--- src/rtl/qp_timing_params.svh ---
`ifndef QP_TIMING_PARAMS_SVH
`define QP_TIMING_PARAMS_SVH
// input clock cycles per instruction cycle
`define QP_PHASES 4
`define QP_PHASE_W 2
// instruction word width
`define QP_INSN_W 14
// program counter width
`define QP_PC_W 13
// program counter value after reset
`define QP_PC_RESET 13'h0000
// empty instruction holder value (no operation)
`define QP_INSN_RESET 14'h0000
// divided clock high for the first half of each instruction cycle
`define QP_DIV_HIGH_PHASES 2
`endif

--- src/rtl/qp_timing_pkg.sv ---
package qp_timing_pkg;
    typedef enum logic [1:0] {PH_ONE, PH_TWO, PH_THREE, PH_FOUR} phase_e;
endpackage

--- src/rtl/quad_phase_fetch_execute_timing.sv ---
`timescale 1ns/100ps
`include "qp_timing_params.svh"
// How it works
// - input clock divided by four into four rotating one-hot phases
// - program counter advances in phase one of every cycle
// - fetched word captured in phase four, usable next phase one
// - fetched word executes across the whole following cycle
// - fetch of next word overlaps execution, one instruction per cycle
// - a jump flushes the prefetched word, costing two cycles
// - operand read strobe in phase two, result write in phase four
// - in rc mode divided clock out runs at a quarter input rate
// - low master clear resets the device
// - one whole 14-bit word fetched per instruction cycle
module quad_phase_fetch_execute_timing #(
    parameter int INSN_W = `QP_INSN_W,
    parameter int PC_W = `QP_PC_W
) (
    input wire logic core_clk_i,
    input wire logic rst_i,
    input wire logic master_clear_n_i,
    input wire logic rc_mode_i,
    input wire logic [INSN_W-1:0] prog_word_i,
    input wire logic jump_i,
    input wire logic [PC_W-1:0] jump_target_i,
    output logic phase_one_o,
    output logic phase_two_o,
    output logic phase_three_o,
    output logic phase_four_o,
    output logic [PC_W-1:0] prog_addr_o,
    output logic [INSN_W-1:0] instruction_hold_reg_o,
    output logic exec_valid_o,
    output logic data_read_o,
    output logic data_write_o,
    output logic divided_clock_out_o,
    output logic divided_clock_oe_o
);
    // master clear from the pin: three-stage synchroniser
    logic master_clear_n_s1_r, master_clear_n_s2_r, master_clear_n_s3_r, master_clear_n_low_r;
    logic master_clear_n_low_nxt;
    logic hold;
    qp_timing_pkg::phase_e phase;
    qp_timing_pkg::phase_e phase_next;
    logic [3:0] onehot_nxt;
    logic [3:0] onehot_r;
    logic [PC_W-1:0] pc_r, pc_nxt;
    logic [INSN_W-1:0] ir_r, ir_nxt;
    logic [INSN_W-1:0] fetch_r, fetch_nxt;
    logic fetch_ok_r, fetch_ok_nxt;
    logic exec_ok_r, exec_ok_nxt;
    logic rd_r, rd_nxt, wr_r, wr_nxt;
    logic div_r, div_nxt, oe_r, oe_nxt;

    // filtered level changes only when stages two and three agree
    always_comb
    begin
        master_clear_n_low_nxt = master_clear_n_low_r;
        if (master_clear_n_s2_r == master_clear_n_s3_r)
            master_clear_n_low_nxt = ~master_clear_n_s3_r;
    end

    always_ff @(posedge core_clk_i)
    begin
        master_clear_n_s1_r <= master_clear_n_i;
        master_clear_n_s2_r <= master_clear_n_s1_r;
        master_clear_n_s3_r <= master_clear_n_s2_r;
        if (rst_i)
            master_clear_n_low_r <= 1'b1;
        else
            master_clear_n_low_r <= master_clear_n_low_nxt;
    end

    assign hold = rst_i | master_clear_n_low_r;

    phase_gen u_phase (
        .core_clk_i(core_clk_i),
        .rst_i(hold),
        .phase_o(phase)
    );

    // look one phase ahead so every output is a plain flip-flop
    always_comb
    begin
        unique case (phase)
            qp_timing_pkg::PH_ONE: phase_next = qp_timing_pkg::PH_TWO;
            qp_timing_pkg::PH_TWO: phase_next = qp_timing_pkg::PH_THREE;
            qp_timing_pkg::PH_THREE: phase_next = qp_timing_pkg::PH_FOUR;
            qp_timing_pkg::PH_FOUR: phase_next = qp_timing_pkg::PH_ONE;
        endcase
        onehot_nxt = 4'h0;
        onehot_nxt[phase_next] = 1'b1;
    end

    // pipeline state, advanced once per phase
    always_comb
    begin
        pc_nxt = pc_r;
        ir_nxt = ir_r;
        fetch_nxt = fetch_r;
        fetch_ok_nxt = fetch_ok_r;
        exec_ok_nxt = exec_ok_r;
        rd_nxt = 1'b0;
        wr_nxt = 1'b0;
        unique case (phase)
            qp_timing_pkg::PH_ONE:
            begin
                // hand fetched word to execute stage
                ir_nxt = fetch_r;
                exec_ok_nxt = fetch_ok_r;
                pc_nxt = PC_W'(pc_r + 1'b1);
                rd_nxt = fetch_ok_r; // next phase is phase two
            end
            qp_timing_pkg::PH_TWO:
            begin
                rd_nxt = 1'b0;
            end
            qp_timing_pkg::PH_THREE:
            begin
                wr_nxt = exec_ok_r;
            end
            qp_timing_pkg::PH_FOUR:
            begin
                // whole word captured at once from the program bus
                fetch_nxt = prog_word_i;
                fetch_ok_nxt = 1'b1;
                if (exec_ok_r && jump_i)
                begin
                    // prefetched word is wrong: flush it
                    fetch_ok_nxt = 1'b0;
                    pc_nxt = jump_target_i;
                end
            end
        endcase
    end

    // rc mode: high for phases one and two, low for three and four
    always_comb
    begin
        oe_nxt = rc_mode_i;
        div_nxt = rc_mode_i &&
            (phase_next == qp_timing_pkg::PH_ONE ||
             phase_next == qp_timing_pkg::PH_TWO);
    end

    // a jump target loads at the end of phase four; the address bus is
    // the pc register itself, stepped at the end of every phase one
    always_ff @(posedge core_clk_i)
    begin
        if (hold)
        begin
            onehot_r <= 4'h1;
            pc_r <= `QP_PC_RESET;
            ir_r <= `QP_INSN_RESET;
            fetch_r <= `QP_INSN_RESET;
            fetch_ok_r <= 1'b0;
            exec_ok_r <= 1'b0;
            rd_r <= 1'b0;
            wr_r <= 1'b0;
            div_r <= 1'b0;
            oe_r <= 1'b0;
        end
        else
        begin
            onehot_r <= onehot_nxt;
            pc_r <= pc_nxt;
            ir_r <= ir_nxt;
            fetch_r <= fetch_nxt;
            fetch_ok_r <= fetch_ok_nxt;
            exec_ok_r <= exec_ok_nxt;
            rd_r <= rd_nxt;
            wr_r <= wr_nxt;
            div_r <= div_nxt;
            oe_r <= oe_nxt;
        end
    end

    assign phase_one_o = onehot_r[0];
    assign phase_two_o = onehot_r[1];
    assign phase_three_o = onehot_r[2];
    assign phase_four_o = onehot_r[3];
    assign prog_addr_o = pc_r;
    assign instruction_hold_reg_o = ir_r;
    assign exec_valid_o = exec_ok_r;
    assign data_read_o = rd_r;
    assign data_write_o = wr_r;
    assign divided_clock_out_o = div_r;
    assign divided_clock_oe_o = oe_r;

    AST_ONEHOT: assert property (@(posedge core_clk_i)
        disable iff (hold) $onehot(onehot_r))
        else $error("phases overlap");
    AST_ROTATE: assert property (@(posedge core_clk_i)
        disable iff (hold)
        phase_one_o |=> phase_two_o ##1 phase_three_o ##1 phase_four_o)
        else $error("phase rotation broken");
    AST_RD_Q2: assert property (@(posedge core_clk_i)
        disable iff (hold) data_read_o |-> phase_two_o && exec_valid_o)
        else $error("read outside phase two");
    AST_WR_Q4: assert property (@(posedge core_clk_i)
        disable iff (hold) data_write_o |-> phase_four_o && exec_valid_o)
        else $error("write outside phase four");
    AST_EXEC_RW: assert property (@(posedge core_clk_i)
        disable iff (hold)
        phase_two_o && exec_valid_o |-> data_read_o ##2 data_write_o)
        else $error("execute cycle lacks strobes");
    AST_FLUSH: assert property (@(posedge core_clk_i)
        disable iff (hold) phase_four_o && exec_valid_o && jump_i |=>
        phase_one_o ##1 !exec_valid_o) else $error("jump did not flush");
    AST_PC_STEP: assert property (@(posedge core_clk_i)
        disable iff (hold) phase_one_o && !$past(hold) |=>
        prog_addr_o == PC_W'($past(prog_addr_o) + 1'b1))
        else $error("pc did not advance");
    AST_DIVCLK: assert property (@(posedge core_clk_i)
        disable iff (hold) phase_one_o && oe_r && $past(rc_mode_i) &&
        rc_mode_i |-> divided_clock_out_o)
        else $error("divided clock wrong");
    AST_IR_LOAD: assert property (@(posedge core_clk_i)
        disable iff (hold) phase_four_o ##1 phase_one_o |=>
        instruction_hold_reg_o == $past(prog_word_i, 2))
        else $error("word not captured");
    // divided clock may only be high in the first half of a cycle
    AST_DIV_LOW: assert property (@(posedge core_clk_i)
        disable iff (hold) divided_clock_out_o |->
        (phase_one_o || phase_two_o) && divided_clock_oe_o)
        else $error("divided clock outside first half");
    AST_IR_STANDS: assert property (@(posedge core_clk_i)
        disable iff (hold) !phase_two_o |->
        $stable(instruction_hold_reg_o) && $stable(exec_valid_o))
        else $error("held word changed mid cycle");
    AST_PC_HOLD: assert property (@(posedge core_clk_i)
        disable iff (hold) phase_two_o || phase_three_o |=>
        $stable(prog_addr_o)) else $error("pc moved outside phase one");
endmodule // quad_phase_fetch_execute_timing

--- src/rtl/phase_gen.sv ---
`timescale 1ns/100ps
`include "qp_timing_params.svh"
// four-phase rotation, one input clock per phase
module phase_gen (
    input wire logic core_clk_i,
    input wire logic rst_i,
    output qp_timing_pkg::phase_e phase_o
);
    qp_timing_pkg::phase_e phase_r;
    qp_timing_pkg::phase_e phase_nxt;

    // fixed rotation; reset parks on the first phase
    always_comb
    begin
        unique case (phase_r)
            qp_timing_pkg::PH_ONE: phase_nxt = qp_timing_pkg::PH_TWO;
            qp_timing_pkg::PH_TWO: phase_nxt = qp_timing_pkg::PH_THREE;
            qp_timing_pkg::PH_THREE: phase_nxt = qp_timing_pkg::PH_FOUR;
            qp_timing_pkg::PH_FOUR: phase_nxt = qp_timing_pkg::PH_ONE;
        endcase
    end

    always_ff @(posedge core_clk_i)
    begin
        if (rst_i)
            phase_r <= qp_timing_pkg::PH_ONE;
        else
            phase_r <= phase_nxt;
    end

    assign phase_o = phase_r;
endmodule // phase_gen

--- config.mk ---
export PLATFORM = sky130hd
export DESIGN_NAME = quad_phase_fetch_execute_timing
export DESIGN_NICKNAME = d
export VERILOG_FILES = /design/src/rtl/qp_timing_pkg.sv /design/src/rtl/quad_phase_fetch_execute_timing.sv /design/src/rtl/phase_gen.sv
export VERILOG_INCLUDE_DIRS = /design/src /design/src/rtl
export SDC_FILE = /design/constraint.sdc
export NUM_CORES = 1
export LEC_CHECK = 0
export ABC_CLOCK_PERIOD_IN_PS = 2900
export BUFFER_PORTS_ARGS = -buffer_cell sky130_fd_sc_hd__buf_2
export CORE_UTILIZATION = 43
export DETAILED_ROUTE_END_ITERATION = 6
export PLACE_DENSITY = 0.64
export SYNTH_ARGS = -nofsm -noshare
export SYNTH_HDL_FRONTEND = slang
export SYNTH_HIERARCHICAL = 1
export SYNTH_SLANG_ARGS = --single-unit
--- constraint.sdc ---
create_clock -name core_clk_i -period 2.9 [get_ports core_clk_i]
set_input_delay 0.725 -clock core_clk_i [delete_from_list [all_inputs] [get_ports core_clk_i]]
set_output_delay 0.725 -clock core_clk_i [all_outputs]
set_load 0.03 [all_outputs]
==> results by group <==
Critical path
  – Crit-path cells: ha_1 -> buf_4 -> and3_1 -> nor2_1 -> a222oi_1 -> nor2_1
  – Maximum single-stage delay on the critical path: around 0.47 ns
  – Top delay family on crit path: simple AND/OR/NAND/NOR gates
  – R2r endpoint: prog_addr_o[2]
  – Startpoint Class: flop
  – Setup crit end kind: flop
  – Arrival time at the worst endpoint: 2.22 ns
  – CP startpoint: u_phase/phase_o[1]
  – Buffers plus inverters on the worst setup path: 1
  – Setup slack, reg-to-reg: between 0.8 and 0.9 ns
  – CP most frequent cell: sky130_fd_sc_hd__nor2_1
  – Startpoint of the most critical register-to-register path: u_phase/phase_o[1]
  – Cells on worst reg2reg path: 6
  – Critical path type: flop to flop
  – Highest net fanout along the worst path: 16
  – CP Depth: 6
  – Worst-path cell with the longest stage delay: sky130_fd_sc_hd__and3_1
  – Crit path capture: prog_addr_o[2]
  – Critical path required time: 3.10 ns

Route
  – Post-DRT Antenna Nets: 0
  – DR vias: 2004
  – Detailed router's first-iteration violation count: 130
  – Wire per inst: 13.3 um
  – Met1 wire length: about 2600 um
  – DR pass1 iterations: 4
  – Highest routed layer: met4
  – Vias per inst: 5.09
  – Routed met3 length: 292 um
  – DRC violations left: 0
  – Routed wl met2: 2190 um
  – Routed Wire Length: 5240 um

Layout
  – Final std cell area, no fill: between 2000 and 3000 um^2
  – Number of diodes: 0
  – Fin nets: 362
  – Share of layout cells above drive strength 1: 27.8%
  – Area Overhead vs Synth: 23.3%

Timing
  – Unrepaired setup endpoints after global routing: false
  – Number of endpoints failing setup at the final stage: 0
  – Setup Total Neg Slack: 0 ns
  – Final worst slack: 0.886 ns
  – Final Skew: about 0.008 ns
  – Peak clock frequency supported by timing: 497 MHz
  – Final critical-path share of the clock period: around 70%
  – Period minus WS final: 2.01 ns
  – Hold Vio Cnt, Final: 0
  – Rel. slew slack: between 60% and 70%
  – Final Hold Slack: ~0.33 ns
  – Count of pins over their slew limit: 0
  – Slew at the pin with the worst max-slew slack: ~0.46 ns

Clock network
  – Number of buffers inserted for hold repair after clock tree synthesis: 0
  – Post-CTS Setup Repair Bufs: 0
  – Clock transition at path regs: approximately 0.06 ns
  – Clock buffer count from CTS: 9
  – Largest buffer count on any clock path: 2
  – Root Buffer Master: sky130_fd_sc_hd__clkbuf_8
  – Number of H-tree levels: 3
  – Cells resized by post-CTS repair: 0
  – Clock tree from TritonCTS: yes
  – Number of sinks on the clock net: 57
  – Clock Latency Late Sink: around 0.33 ns

Run
  – Reported max-cap violation count: 0

Die
  – Row count: 26
  – Initial Util: 45.6%
  – Die width: 76.5 um
  – Height of the die: 76.5 um
  – Full die area: 5850 um^2
  – Core Footprint: approximately 5200 um^2
  – Ports placed on the boundary: between 60 and 70

Synthesis
  – Number of warnings issued by yosys: 6
  – Post-synth EDFFs: 0
  – Average cell area after synthesis: 9.51 um^2
  – Complex-gate fraction of the synthesized area: 10.3%
  – Fraction of registers with async set or reset after synthesis: 0%
  – Share of the yosys chip area belonging to registers: 47.8%
  – Net Count, Synth: 291
  – Synth top area cells: sky130_fd_sc_hd__dfxtp_1 48%, sky130_fd_sc_hd__mux2i_1 13%, sky130_fd_sc_hd__nor2_1 6.3%, sky130_fd_sc_hd__ha_1 4.2%, sky130_fd_sc_hd__nand2_1 2.4%
  – Share of cell area taken by muxes after synthesis: 14.4%
  – Share of the synthesized netlist area taken by xor and xnor gates: 0%
  – Synthesized-area fraction occupied by adder cells: 4.19%
  – Main combinational cell family by area after synthesis: simple AND/OR/NAND/NOR gates
  – Top-area cell type share of the netlist area: 47.8%
  – Basic-gate share of the synthesized area counting and, or, nand and nor cells: between 10% and 20%
  – Post-synthesis cell type with the largest combined area: sky130_fd_sc_hd__dfxtp_1
  – Number of synthesized register bits: 57
  – Top flip-flop cell by instance count after synthesis: sky130_fd_sc_hd__dfxtp_1
  – Cell Area, Synth: ~2400 um^2
  – Synth unique cells: 48
  – Cell count after synthesis: ~250

Run status
  – Run status: finished clean

GRT
  – Number of antenna violations at the first check in global routing: 0
  – Via count of the first global-routing pass: between 1500 and 2000
  – Total global-route track usage: about a fifth
  – First-pass GRT wire length: 8780 um
  – Overflow after GRT: 0
  – Pin count of the biggest net entering global routing: 45

Placement
  – Pre-CTS setup slack: slightly above 0.9 ns
  – Instance area at placement: 2790 um^2
  – Detail Placement HPWL: 3580 um
  – Routability-driven placement congestion ratio: 0.835
  – Port bufs: 67

Power
  – PwrDens: between 400 and 500 nW/um^2
  – Power after layout: 1460 uW
  – Static Leak: about 0.0013 uW
  – IR drop worst, VDD: 0.000281 V

Hold path
  – Type of the worst min-delay path: flop to flop
[registers in the layout, indices dropped and copies added, names as in the netlist]
name / flops
fetch_r: 14
instruction_hold_reg_o: 14
prog_addr_o: 13
onehot_r: 4
u_phase/phase_o: 2
data_read_o: 1
data_write_o: 1
divided_clock_oe_o: 1
divided_clock_out_o: 1
exec_valid_o: 1
fetch_ok_r: 1
master_clear_n_low_r: 1
master_clear_n_s1_r: 1
master_clear_n_s2_r: 1
master_clear_n_s3_r: 1
[worst min path at each step]
stage | slack, ns | depth (start not counted) | endpoint | start
6_report | 0.33 | 0 | master_clear_n_s2_r | master_clear_n_s1_r
5_1_grt | 0.35 | 0 | master_clear_n_s2_r | master_clear_n_s1_r
4_1_cts | 0.33 | 0 | master_clear_n_s2_r | master_clear_n_s1_r
3_5_place_dp | 0.31 | 0 | master_clear_n_s2_r | master_clear_n_s1_r
3_3_place_gp | 0.31 | 0 | master_clear_n_s2_r | master_clear_n_s1_r
2_1_floorplan | 0.31 | 0 | master_clear_n_s2_r | master_clear_n_s1_r
[cell usage in the layout (no fill, tap or decap), types with 3 or more instances in the layout]
cell type                  count
sky130_fd_sc_hd__a21oi_1       5
sky130_fd_sc_hd__nand2_1      15
sky130_fd_sc_hd__a31oi_1       4
sky130_fd_sc_hd__clkbuf_8     10
sky130_fd_sc_hd__o21ai_0       7
sky130_fd_sc_hd__inv_1         6
sky130_fd_sc_hd__and2_1        4
sky130_fd_sc_hd__nor2b_1       5
sky130_fd_sc_hd__a221oi_1      5
sky130_fd_sc_hd__buf_4         5
sky130_fd_sc_hd__nand2b_1      3
sky130_fd_sc_hd__nand3_1       7
sky130_fd_sc_hd__mux2i_1      32
sky130_fd_sc_hd__buf_2        67
sky130_fd_sc_hd__ha_1          8
sky130_fd_sc_hd__and3_1        5
sky130_fd_sc_hd__dfxtp_1      57
sky130_fd_sc_hd__nor2_1       40
[synthesized netlist by cell type (2+ instances only)]
master	n
sky130_fd_sc_hd__nand3_1	7
sky130_fd_sc_hd__buf_2	5
sky130_fd_sc_hd__o21ai_0	7
sky130_fd_sc_hd__a221oi_1	5
sky130_fd_sc_hd__inv_1	6
sky130_fd_sc_hd__nand4_1	2
sky130_fd_sc_hd__nor4_1	2
sky130_fd_sc_hd__mux2i_1	32
sky130_fd_sc_hd__o21ai_1	2
sky130_fd_sc_hd__nor2b_1	5
sky130_fd_sc_hd__mux2_2	2
sky130_fd_sc_hd__nor3_1	2
sky130_fd_sc_hd__dfxtp_1	57
sky130_fd_sc_hd__nand2b_1	3
sky130_fd_sc_hd__ha_1	8
sky130_fd_sc_hd__nand2_1	15
sky130_fd_sc_hd__and3_1	5
sky130_fd_sc_hd__a211oi_1	2
sky130_fd_sc_hd__clkbuf_1	6
sky130_fd_sc_hd__nor2_1	40
sky130_fd_sc_hd__a31oi_1	4
sky130_fd_sc_hd__a21oi_1	5
sky130_fd_sc_hd__and2_1	4
[area by class of cell]
type                    instances  area, um^2
fillers                       480        2290
multi-input cells             174        1160
flip-flops and latches         57        1140
repair buffers                 72         373
clock buffers                  12         145
well taps                      70        87.6
inverters                       8        30.0
clock inverters                 1        5.00
[cell families after synthesis]
logic type | Yosys count
buffers and inverters | 20
adder cells (fa/ha/maj) | 8
AO/OA/AOI/OAI | 36
AND/OR/NAND/NOR | 96
multiplexers | 34
flip-flops | 57
[stage by stage]
step	std cells	util, %
after global routing	394	56.2
final	394	56.2
after CTS	394	56.2
after global placement	381	53.3
after floorplan	251	-
after detailed placement	381	53.3
[routing by layer]
| metal | vias to the layer above | track usage, % |
|---|---|---|
| met5 | - | 0 |
| met4 | 0 | 11.3 |
| met3 | 15 | 4.79 |
| met2 | 66 | 27.7 |
| met1 | 898 | 25.3 |
| li1 | 1025 | - |
[power breakdown]
part	leakage [uW]	switching, uW	internal, uW	total, uW
Clock	0.0000782	280	318	598
Combinational	0.000753	39.4	30.5	69.9
Sequential	0.000461	3.67	790	793
Total	0.00129	323	1140	1460
(Power assumes the default switching activity.)
